<file path="src/ccv_pkg.sv">
// Package for the charger current and voltage configuration bank.
// Assumes a byte-wide register port behind a two-wire serial target.
package ccv_pkg;

	// Two-wire target address, 7 bits
	localparam logic [6:0] CCV_TARGET_ADDR = 7'h6b;

	// Register indices on the serial bus
	localparam logic [7:0] CCV_IDX_BOOST_FAST = 8'h02;
	localparam logic [7:0] CCV_IDX_PRE_TERM   = 8'h03;
	localparam logic [7:0] CCV_IDX_VOLT_TOP   = 8'h04;

	// Power-on values of the three registers
	localparam logic [7:0] CCV_POR_BOOST_FAST = 8'ha2;
	localparam logic [7:0] CCV_POR_PRE_TERM   = 8'h22;
	localparam logic [7:0] CCV_POR_VOLT_TOP   = 8'h58;

	// Field positions
	localparam int CCV_BOOST_CURRENT_LIMIT_BIT = 7;
	localparam int CCV_FULL_ON_BIT   = 6;
	localparam int CCV_FAST_LSB      = 0;
	localparam int CCV_PRE_LSB       = 4;
	localparam int CCV_TERM_LSB      = 0;
	localparam int CCV_VOLT_LSB      = 3;
	localparam int CCV_TOP_LSB       = 1;
	localparam int CCV_RECHG_BIT     = 0;

	// Clamp ceilings and special codes
	localparam logic [5:0] CCV_FAST_MAX      = 6'h32;
	localparam logic [3:0] CCV_PRE_MAX       = 4'hc;
	localparam logic [4:0] CCV_VOLT_MAX      = 5'h18;
	localparam logic [4:0] CCV_VOLT_SPECIAL  = 5'h0f;
	localparam logic [3:0] CCV_PRE_POR       = 4'h2;

	// Step values in mA and mV
	localparam int CCV_CUR_STEP_MA    = 60;
	localparam int CCV_CUR_OFFSET_MA  = 60;
	localparam int CCV_VOLT_STEP_MV   = 32;
	localparam int CCV_VOLT_OFFSET_MV = 3856;
	localparam int CCV_VOLT_SPEC_MV   = 4352;
	localparam int CCV_BOOST_LO_MA    = 500;
	localparam int CCV_BOOST_HI_MA    = 1200;
	localparam int CCV_SW_THRESH_MA   = 700;
	localparam int CCV_RECHG_LO_MV    = 100;
	localparam int CCV_RECHG_HI_MV    = 200;

	// Top-off timer
	localparam int CCV_TOP_STEP_MIN = 15;
	localparam int CCV_CLK_MHZ      = 250;
	localparam longint CCV_CYC_PER_MIN = 64'd60 * 64'd1000000 * CCV_CLK_MHZ;

	// Top-off states
	typedef enum logic [1:0] {
		CCV_TOP_IDLE,
		CCV_TOP_EXTEND,
		CCV_TOP_DONE
	} ccv_top_state_t;

endpackage : ccv_pkg

</file>
<file path="src/ccv_top_timer.sv">
// Post-termination extension timer for the charger.
// Assumes termination detection is synchronous to clock_i.
`timescale 1ns/1ns
`default_nettype none
module ccv_top_timer
	import ccv_pkg::*;
#(
	parameter longint CYC_PER_MIN = CCV_CYC_PER_MIN // Cycles in one minute
) (
	// Clock and reset
	input  wire logic       clock_i,
	input  wire logic       reset_i,
	// Control
	input  wire logic       charge_active_i,
	input  wire logic       term_met_i,
	input  wire logic [1:0] sel_i,
	// Result
	output logic            charge_done_o
);
	initial begin
		if (CYC_PER_MIN < 1)
			$error("CYC_PER_MIN must be at least one");
	end

	ccv_top_state_t state_r;                // Extension state
	ccv_top_state_t state_nxt;              // Next state
	logic [47:0]    cnt_r;                  // Cycle counter
	logic [47:0]    limit;                  // Cycles of extension
	logic [47:0]    cnt_nxt;                // Next count
	logic           done_nxt;               // Next done flag

	// Extension length from the selection
	assign limit = 48'(CYC_PER_MIN * CCV_TOP_STEP_MIN) * {46'h0, sel_i};

	// Next state, leaving charge clears everything
	always_comb begin
		state_nxt = state_r;
		cnt_nxt   = cnt_r;
		done_nxt  = charge_done_o;
		case (state_r)
			CCV_TOP_IDLE: begin
				cnt_nxt  = 48'h0;
				done_nxt = 1'b0;
				if (charge_active_i && term_met_i) begin
					if (sel_i == 2'h0) begin
						state_nxt = CCV_TOP_DONE;
						done_nxt  = 1'b1;
					end else begin
						state_nxt = CCV_TOP_EXTEND;
					end
				end
			end
			CCV_TOP_EXTEND: begin
				cnt_nxt = cnt_r + 48'h1;
				if (cnt_r + 48'h1 >= limit) begin
					state_nxt = CCV_TOP_DONE;
					done_nxt  = 1'b1;
				end
			end
			CCV_TOP_DONE: begin
				done_nxt = 1'b1;
			end
			default: begin
				state_nxt = CCV_TOP_IDLE;
			end
		endcase
		if (!charge_active_i) begin
			state_nxt = CCV_TOP_IDLE;
			done_nxt  = 1'b0;
			cnt_nxt   = 48'h0;
		end
	end

	// State registers
	always_ff @(posedge clock_i or posedge reset_i) begin
		if (reset_i) begin
			state_r       <= CCV_TOP_IDLE;
			cnt_r         <= 48'h0;
			charge_done_o <= 1'b0;
		end else begin
			state_r       <= state_nxt;
			cnt_r         <= cnt_nxt;
			charge_done_o <= done_nxt;
		end
	end
endmodule : ccv_top_timer
`default_nettype wire

</file>
<file path="src/ccv_config_bank.sv">
// Charger current and voltage configuration registers with decoded outputs.
// Assumes the serial target logic presents byte writes and reads on clock_i.
//
// Contract
// - Boost limit bit: 0.5 A clear, 1.2 A set
// - Full-on clear: high-resistance switch below 700 mA
// - Boost mode always uses full switch
// - Fast charge six bits, 60 mA steps
// - Fast charge code zero disables charging
// - Fast charge codes above 110010 clamp
// - Precharge and termination: 60 mA step, offset
// - Precharge clamps to code 1100
// - Charge voltage 32 mV steps from 3.856 V
// - Voltage resets 01011; code 01111 special 4.352 V
// - Voltage codes above 11000 clamp
// - Top-off code: off, 15, 30, 45 minutes
// - Enabled top-off extends charge after termination
// - Disabled top-off ends charge at termination
// - Host reaches bank at serial address 6BH
`timescale 1ns/1ns
`default_nettype none
module ccv_config_bank
	import ccv_pkg::*;
#(
	parameter longint CYC_PER_MIN = CCV_CYC_PER_MIN // Cycles per minute
) (
	// Clock and reset
	input  wire logic        clock_i,
	input  wire logic        reset_i,
	// Byte register port from the serial target
	input  wire logic [6:0]  target_addr_i,
	input  wire logic        wr_en_i,
	input  wire logic        rd_en_i,
	input  wire logic [7:0]  reg_idx_i,
	input  wire logic [7:0]  wr_data_i,
	output logic [7:0]       rd_data_o,
	output logic             rd_valid_o,
	// Reset sources
	input  wire logic        reg_reset_i,
	input  wire logic        watchdog_expired_i,
	// Charger state
	input  wire logic        boost_mode_i,
	input  wire logic [11:0] input_current_limit_i,
	input  wire logic        charge_request_i,
	input  wire logic        term_met_i,
	// Decoded settings
	output logic [10:0]      boost_current_limit_o,
	output logic             input_switch_full_o,
	output logic [11:0]      fast_charge_current_o,
	output logic             charge_enable_o,
	output logic [9:0]       precharge_current_o,
	output logic [9:0]       termination_current_o,
	output logic [12:0]      charge_voltage_target_o,
	output logic [1:0]       post_termination_extension_o,
	output logic [7:0]       recharge_threshold_o,
	output logic             charge_done_o
);
	initial begin
		if (CYC_PER_MIN < 1)
			$error("CYC_PER_MIN must be at least one");
	end

	// Current from a four-bit code with offset
	function automatic logic [9:0] cur4(input logic [3:0] code);
		cur4 = 10'(CCV_CUR_OFFSET_MA) + 10'(CCV_CUR_STEP_MA) * {6'h0, code};
	endfunction

	logic [7:0] boost_fast_r;               // Boost limit, full-on, fast charge
	logic [7:0] pre_term_r;                 // Precharge and termination
	logic [7:0] volt_top_r;                 // Voltage, top-off, recharge
	logic [7:0] boost_fast_nxt;             // Next value
	logic [7:0] pre_term_nxt;               // Next value
	logic [7:0] volt_top_nxt;               // Next value

	// Address and strobe decode
	wire addr_hit = (target_addr_i == CCV_TARGET_ADDR);
	wire wr_bf    = wr_en_i && addr_hit && (reg_idx_i == CCV_IDX_BOOST_FAST);
	wire wr_pt    = wr_en_i && addr_hit && (reg_idx_i == CCV_IDX_PRE_TERM);
	wire wr_vt    = wr_en_i && addr_hit && (reg_idx_i == CCV_IDX_VOLT_TOP);

	// Clamped incoming fields
	wire [5:0] wr_fast = wr_data_i[CCV_FAST_LSB +: 6];
	wire [3:0] wr_pre  = wr_data_i[CCV_PRE_LSB +: 4];
	wire [4:0] wr_volt = wr_data_i[CCV_VOLT_LSB +: 5];
	wire [5:0] cl_fast = (wr_fast > CCV_FAST_MAX) ? CCV_FAST_MAX : wr_fast;
	wire [3:0] cl_pre  = (wr_pre > CCV_PRE_MAX) ? CCV_PRE_MAX : wr_pre;
	wire [4:0] cl_volt = (wr_volt > CCV_VOLT_MAX) ? CCV_VOLT_MAX : wr_volt;

	// Next register values; register reset beats watchdog beats write
	always_comb begin
		boost_fast_nxt = boost_fast_r;
		pre_term_nxt   = pre_term_r;
		volt_top_nxt   = volt_top_r;
		if (wr_bf) begin
			boost_fast_nxt = {wr_data_i[CCV_BOOST_CURRENT_LIMIT_BIT], wr_data_i[CCV_FULL_ON_BIT], cl_fast};
		end
		if (wr_pt) begin
			pre_term_nxt = {cl_pre, wr_data_i[CCV_TERM_LSB +: 4]};
		end
		if (wr_vt) begin
			volt_top_nxt = {cl_volt, wr_data_i[CCV_TOP_LSB +: 2], wr_data_i[CCV_RECHG_BIT]};
		end
		if (watchdog_expired_i) begin
			// Full-on bit survives a watchdog expiry
			boost_fast_nxt = {CCV_POR_BOOST_FAST[7], boost_fast_r[CCV_FULL_ON_BIT],
				CCV_POR_BOOST_FAST[5:0]};
			pre_term_nxt   = CCV_POR_PRE_TERM;
			volt_top_nxt   = CCV_POR_VOLT_TOP;
		end
		if (reg_reset_i) begin
			boost_fast_nxt = CCV_POR_BOOST_FAST;
			pre_term_nxt   = CCV_POR_PRE_TERM;
			volt_top_nxt   = CCV_POR_VOLT_TOP;
		end
	end

	// Register storage, power-on values at reset
	always_ff @(posedge clock_i or posedge reset_i) begin
		if (reset_i) begin
			boost_fast_r <= CCV_POR_BOOST_FAST;
			pre_term_r   <= CCV_POR_PRE_TERM;
			volt_top_r   <= CCV_POR_VOLT_TOP;
		end else begin
			boost_fast_r <= boost_fast_nxt;
			pre_term_r   <= pre_term_nxt;
			volt_top_r   <= volt_top_nxt;
		end
	end

	// Read mux; unmapped index reads zero
	wire       rd_hit = rd_en_i && addr_hit;
	wire [7:0] rd_mux = (reg_idx_i == CCV_IDX_BOOST_FAST) ? boost_fast_r :
	                    (reg_idx_i == CCV_IDX_PRE_TERM)   ? pre_term_r   :
	                    (reg_idx_i == CCV_IDX_VOLT_TOP)   ? volt_top_r   : 8'h00;

	// Field decode
	wire [5:0] fast_code = boost_fast_r[CCV_FAST_LSB +: 6];
	wire [3:0] pre_code  = pre_term_r[CCV_PRE_LSB +: 4];
	wire [3:0] term_code = pre_term_r[CCV_TERM_LSB +: 4];
	wire [4:0] volt_code = volt_top_r[CCV_VOLT_LSB +: 5];
	wire [1:0] top_code  = volt_top_r[CCV_TOP_LSB +: 2];

	wire [10:0] boost_ma = boost_fast_r[CCV_BOOST_CURRENT_LIMIT_BIT] ? 11'(CCV_BOOST_HI_MA)
	                                                       : 11'(CCV_BOOST_LO_MA);
	// Low-resistance switch in boost, when forced, or at high input limits
	wire full_sw = boost_mode_i
	             || boost_fast_r[CCV_FULL_ON_BIT]
	             || (input_current_limit_i >= 12'(CCV_SW_THRESH_MA));
	wire [11:0] fast_ma  = 12'(CCV_CUR_STEP_MA) * {6'h0, fast_code};
	wire        chg_en   = charge_request_i && (fast_code != 6'h00);
	wire [12:0] volt_mv  = (volt_code == CCV_VOLT_SPECIAL) ? 13'(CCV_VOLT_SPEC_MV)
	                     : 13'(CCV_VOLT_OFFSET_MV) + 13'(CCV_VOLT_STEP_MV) * {8'h0, volt_code};
	wire [7:0]  rechg_mv = volt_top_r[CCV_RECHG_BIT] ? 8'(CCV_RECHG_HI_MV)
	                                                 : 8'(CCV_RECHG_LO_MV);
	logic       done_w;                     // Extension finished

	// Top-off sequencing
	ccv_top_timer #(
		.CYC_PER_MIN (CYC_PER_MIN)
	) ccv_top_timer_inst (
		.clock_i         (clock_i),
		.reset_i         (reset_i),
		.charge_active_i (chg_en),
		.term_met_i      (term_met_i),
		.sel_i           (top_code),
		.charge_done_o   (done_w)
	);

	// Output registers; all outputs come from flops
	always_ff @(posedge clock_i or posedge reset_i) begin
		if (reset_i) begin
			rd_data_o                    <= 8'h00;
			rd_valid_o                   <= 1'b0;
			boost_current_limit_o        <= 11'h0;
			input_switch_full_o          <= 1'b0;
			fast_charge_current_o        <= 12'h0;
			charge_enable_o              <= 1'b0;
			precharge_current_o          <= 10'h0;
			termination_current_o        <= 10'h0;
			charge_voltage_target_o      <= 13'h0;
			post_termination_extension_o <= 2'h0;
			recharge_threshold_o         <= 8'h0;
			charge_done_o                <= 1'b0;
		end else begin
			rd_data_o                    <= rd_hit ? rd_mux : 8'h00;
			rd_valid_o                   <= rd_hit;
			boost_current_limit_o        <= boost_ma;
			input_switch_full_o          <= full_sw;
			fast_charge_current_o        <= fast_ma;
			charge_enable_o              <= chg_en && !done_w;
			precharge_current_o          <= cur4(pre_code);
			termination_current_o        <= cur4(term_code);
			charge_voltage_target_o      <= volt_mv;
			post_termination_extension_o <= top_code;
			recharge_threshold_o         <= rechg_mv;
			charge_done_o                <= done_w;
		end
	end
endmodule : ccv_config_bank
`default_nettype wire

</file>
<file path="config.mk">
export PLATFORM = sky130hd
export DESIGN_NAME = ccv_config_bank
export DESIGN_NICKNAME = d
export VERILOG_FILES = /design/src/ccv_pkg.sv /design/src/ccv_top_timer.sv /design/src/ccv_config_bank.sv
export SDC_FILE = /design/constraint.sdc
export NUM_CORES = 1
export LEC_CHECK = 0
export ABC_AREA = 1
export BUFFER_PORTS_ARGS = -buffer_cell sky130_fd_sc_hd__clkbuf_2
export CORE_MARGIN = 1.5
export CORE_UTILIZATION = 50
export DETAILED_ROUTE_END_ITERATION = 16
export HOLD_SLACK_MARGIN = 0.1
export PLACE_DENSITY = 0.73
export SLEW_MARGIN = 20
export SYNTH_ARGS = -nofsm -noshare
export SYNTH_HDL_FRONTEND = slang
export SYNTH_SLANG_ARGS = --single-unit
</file>
<file path="constraint.sdc">
create_clock -name clock_i -period 4.9 [get_ports clock_i]
set_input_delay 0.735 -clock clock_i [delete_from_list [all_inputs] [get_ports clock_i]]
set_output_delay 0.735 -clock clock_i [all_outputs]
set_load 0.005 [all_outputs]
</file>
==> metrics.cfg <==
[setup_path]
timing.critical_path.mode_cell = nand3_1
worst-path-buf-inv = 1
crit_path_end_kind = flip-flop
cp.required_ns = 5.21
path_cells = ha_1 -> nand2_1 -> nor2_2 -> nand2_2 -> nor2_2 -> nand3_2 -> nor3_2 -> nand3_1 -> xor2_1 -> inv_1 -> ha_1 -> nand2_1 -> o211a_1 -> nand3_1 -> nor2_1 -> nand3_1 -> nor2_2 -> nand2_2 -> nand3_1 -> nand2_1
slowest_delay_ns = 0.53
crit_slowest_cell = dfrtp_1
criticalPathCategory = flip-flop to flip-flop
crit_fanout = 9
critPathTopFamily = simple AND/OR/NAND/NOR gates
worst-endpoint-arrival_ns = 4.01
start_kind = flip-flop

[timing]
setup_ws_ns = 1.20
rsz0062_at_grt = no
slew_viol_final = 0
tns_ns = 0
period_needed_ns = 3.70
slew_headroom = 0.328
finClkSkew_ns = 0.00693
fin_crit_sh = 0.755
setup_violations = 0
max_clock_freq_mhz = 270
finalHoldViolations = 0
worst_pin_slew_ns = 1.00

[placement]
port_buffers = 102
post-place-ws_ns = 1.29
dp_cells = 1370
gp_congestion = 0.887
dp_hpwl_um = 15500

[clocking]
ctsResizeCount = 0
h-tree-depth = 4
ctsHoldBuffers = 0
cts_buffers = 17
clk_pin_slew_ns = 0.06
cts_max_path_buffers = 2
cts_tree = built
clk_latency_ns = 0.42
cts_setup_buffers = 0
cts_root_buf = clkbuf_16
cts_num_sinks = 128

[yosys]
seq_area_frac_synth = 0.374
netlist_instances = 1062
synth-xor-area-share = 0.0519
yosys-top-cells-area = dfrtp_1 (35%), ha_1 (11%), nand2_1 (9.5%), inv_1 (7.7%), nor2_1 (4.3%)
yosysWarnings = 0
synth_top_family_by_area = simple AND/OR/NAND/NOR gates
synth.distinct_cells = 45
synth_top_area_cell = dfrtp_1
synthSimpleGateAreaFrac = 0.231
netlist_area_um2 = 8600
syn_avg_cell_area_um2 = 8.10
muxShareOfSynthArea = 0
ys_seq_elements = 128
synth_fa_ha_area_frac = 0.152
synth_compound_area_frac = 0.0857
synth_top_area_frac = 0.349

[cells_and_area]
fin_cells = 1402
nNetsFinal = 1307
diodes = 0
utilization = 0.588
drive_gt1_frac = 0.162
syn_to_final_growth_pct = 14.3

[drt]
met1Wirelength_um = 8850
drtPass1Iterations = 5
drt_iter0_drc = 441
wl_per_cell_um = 14.6
vias = 7281
ant_nets = 0
dr_wl_met2_um = 9960
drc = 0
highest_layer = met4
wl_met3_um = 1330
drt_wl_total_um = 20500
avgViaCountPerCell = 5.19

[power_and_ir_drop]
max-vdd-ir-drop_mv = 0.230
power_density_nw_per_um2 = 267
leakage_nw = 4.89

[floorplanning]
pin_count = 122
rows = 47
die_x_um = 134
start_util = 0.515
die-area_um2 = 18000
die_h_um = 134
core_area_um2 = 16700

[global_routing]
grt-ovfl-total = 0
track_usage = 0.243
grt_first_pass_wirelength_um = 34600
grt_pass1_vias = 7253
grt_max_degree = 49
antenna_found_initial = 0

[flow_run]
drv_cap = 0

[worst_hold_path]
hold_path.class = input pin to asynchronous set/reset pin

[status]
outcome = finished clean

-- power by group --
group / internal [mW] / switching, mW
Combinational: 0.102 / 0.184
Sequential: 1.09 / 0.0202
Clock: 0.715 / 0.507
Total: 1.91 / 0.711
-- final timing paths --
| check | startpoint | end | slack, ns | depth (start not counted) |
|---|---|---|---|---|
| setup reg to reg | ccv_top_timer_inst.cnt_r[0] | ccv_top_timer_inst.state_r[0] | 1.20 | 20 |
| max in group asynchronous | reset_i | charge_enable_o | 3.56 | 3 |
| hold reg to reg | boost_fast_r[7] | boost_current_limit_o[10] | 0.40 | 0 |
| setup / recovery | ccv_top_timer_inst.cnt_r[0] | ccv_top_timer_inst.state_r[0] | 1.20 | 20 |
| min in group clock_i | boost_fast_r[7] | boost_current_limit_o[10] | 0.40 | 0 |
| hold / removal | reset_i | fast_charge_current_o[8] | 0.38 | 2 |
-- per-layer routing --
metal / up-vias / GRT usage
li1: 3590 / -
met1: 3426 / 0.308
met2: 232 / 0.417
met3: 33 / 0.0601
met4: 0 / 0.0669
met5: - / 0
-- worst register-to-register path, delay by kind of cell, from the launching register on --
family | cells | cell delay (ns)
XOR/XNOR | 1 | 0.19
AO/OA/AOI/OAI | 1 | 0.18
AND/OR/NAND/NOR | 15 | 2.07
flip-flops | 1 | 0.53
adder cells (fa/ha/maj) | 2 | 0.57
buffers and inverters | 1 | 0.07
-- cells in the mapped netlist (all sizes together) --
cell,number
nand2,228
a22oi,2
a22o,1
a2111oi,1
o211ai,2
ha,77
a31oi,5
a41o,1
o211a,1
xor2,41
fa,17
o22ai,33
xnor2,10
a211oi,3
a21oi,25
nand4,15
nand3,47
nor3,30
conb,2
nor2,117
clkbuf,9
inv,179
and2,1
o21bai,1
nand3b,1
a32o,1
clkinv,1
nor4,6
dfstp,8
dfrtp,120
o21ai,41
or2,3
buf,26
o221ai,7
-- layout make-up --
| class | count | area [µm²] |
|---|---|---|
| fill | 1494 | 6870 |
| multi-input combinational | 735 | 4540 |
| sequential | 128 | 3210 |
| inverter | 180 | 678 |
| timing repair buffer | 107 | 548 |
| clock buffer | 18 | 439 |
| tap | 220 | 275 |
| clock inverter | 14 | 130 |
-- per-stage QoR --
| step | hold WS [ns] | instance area [µm²] | power [mW] |
|---|---|---|---|
| floorplan | 0.354 | 8660 | 1.32 |
| global placement | 0.378 | 9260 | 1.41 |
| detailed placement | 0.383 | 9260 | 1.42 |
| CTS | 0.398 | 9830 | 2.64 |
| global route | 0.403 | 9830 | 2.73 |
| finish | 0.381 | 9830 | 2.62 |
-- logic make-up (layout without fill, tap and decap cells) --
logic type	Yosys count	after routing
and+or+nand+nor	448	448
buffers and inverters	215	319
DFF	128	128
AOI/OAI and AO/OA	124	124
adders and majority gates	94	94
xor gates and xnor gates	51	51
other	2	18
-- cells in the final DEF (no fill, tap or decap), types with 15 or more instances in the layout --
cell type | Yosys | final
o21ai_0 | 38 | 38
a21oi_1 | 25 | 25
dfrtp_1 | 120 | 120
clkbuf_16 | 0 | 17
conb_1 | 2 | 18
nor2_1 | 99 | 99
o22ai_1 | 33 | 33
xor2_1 | 41 | 41
clkbuf_2 | 0 | 102
fa_1 | 17 | 17
ha_1 | 77 | 77
nand2_1 | 218 | 218
nor2_2 | 15 | 15
nand3_1 | 45 | 45
inv_1 | 176 | 175
nor3_1 | 25 | 25
-- state kept, by name, indices dropped and copies added, names as in the netlist, 2 cells and up --
signal / cells
volt_top_r: 8
pre_term_r: 8
rd_data_o: 8
boost_current_limit_o: 3
termination_current_o: 8
post_termination_extension_o: 2
fast_charge_current_o: 10
ccv_top_timer_inst.cnt_r: 48
ccv_top_timer_inst.state_r: 2
precharge_current_o: 8
recharge_threshold_o: 2
boost_fast_r: 8
charge_voltage_target_o: 8
No activity file was read; power rests on OpenSTA's default activity.
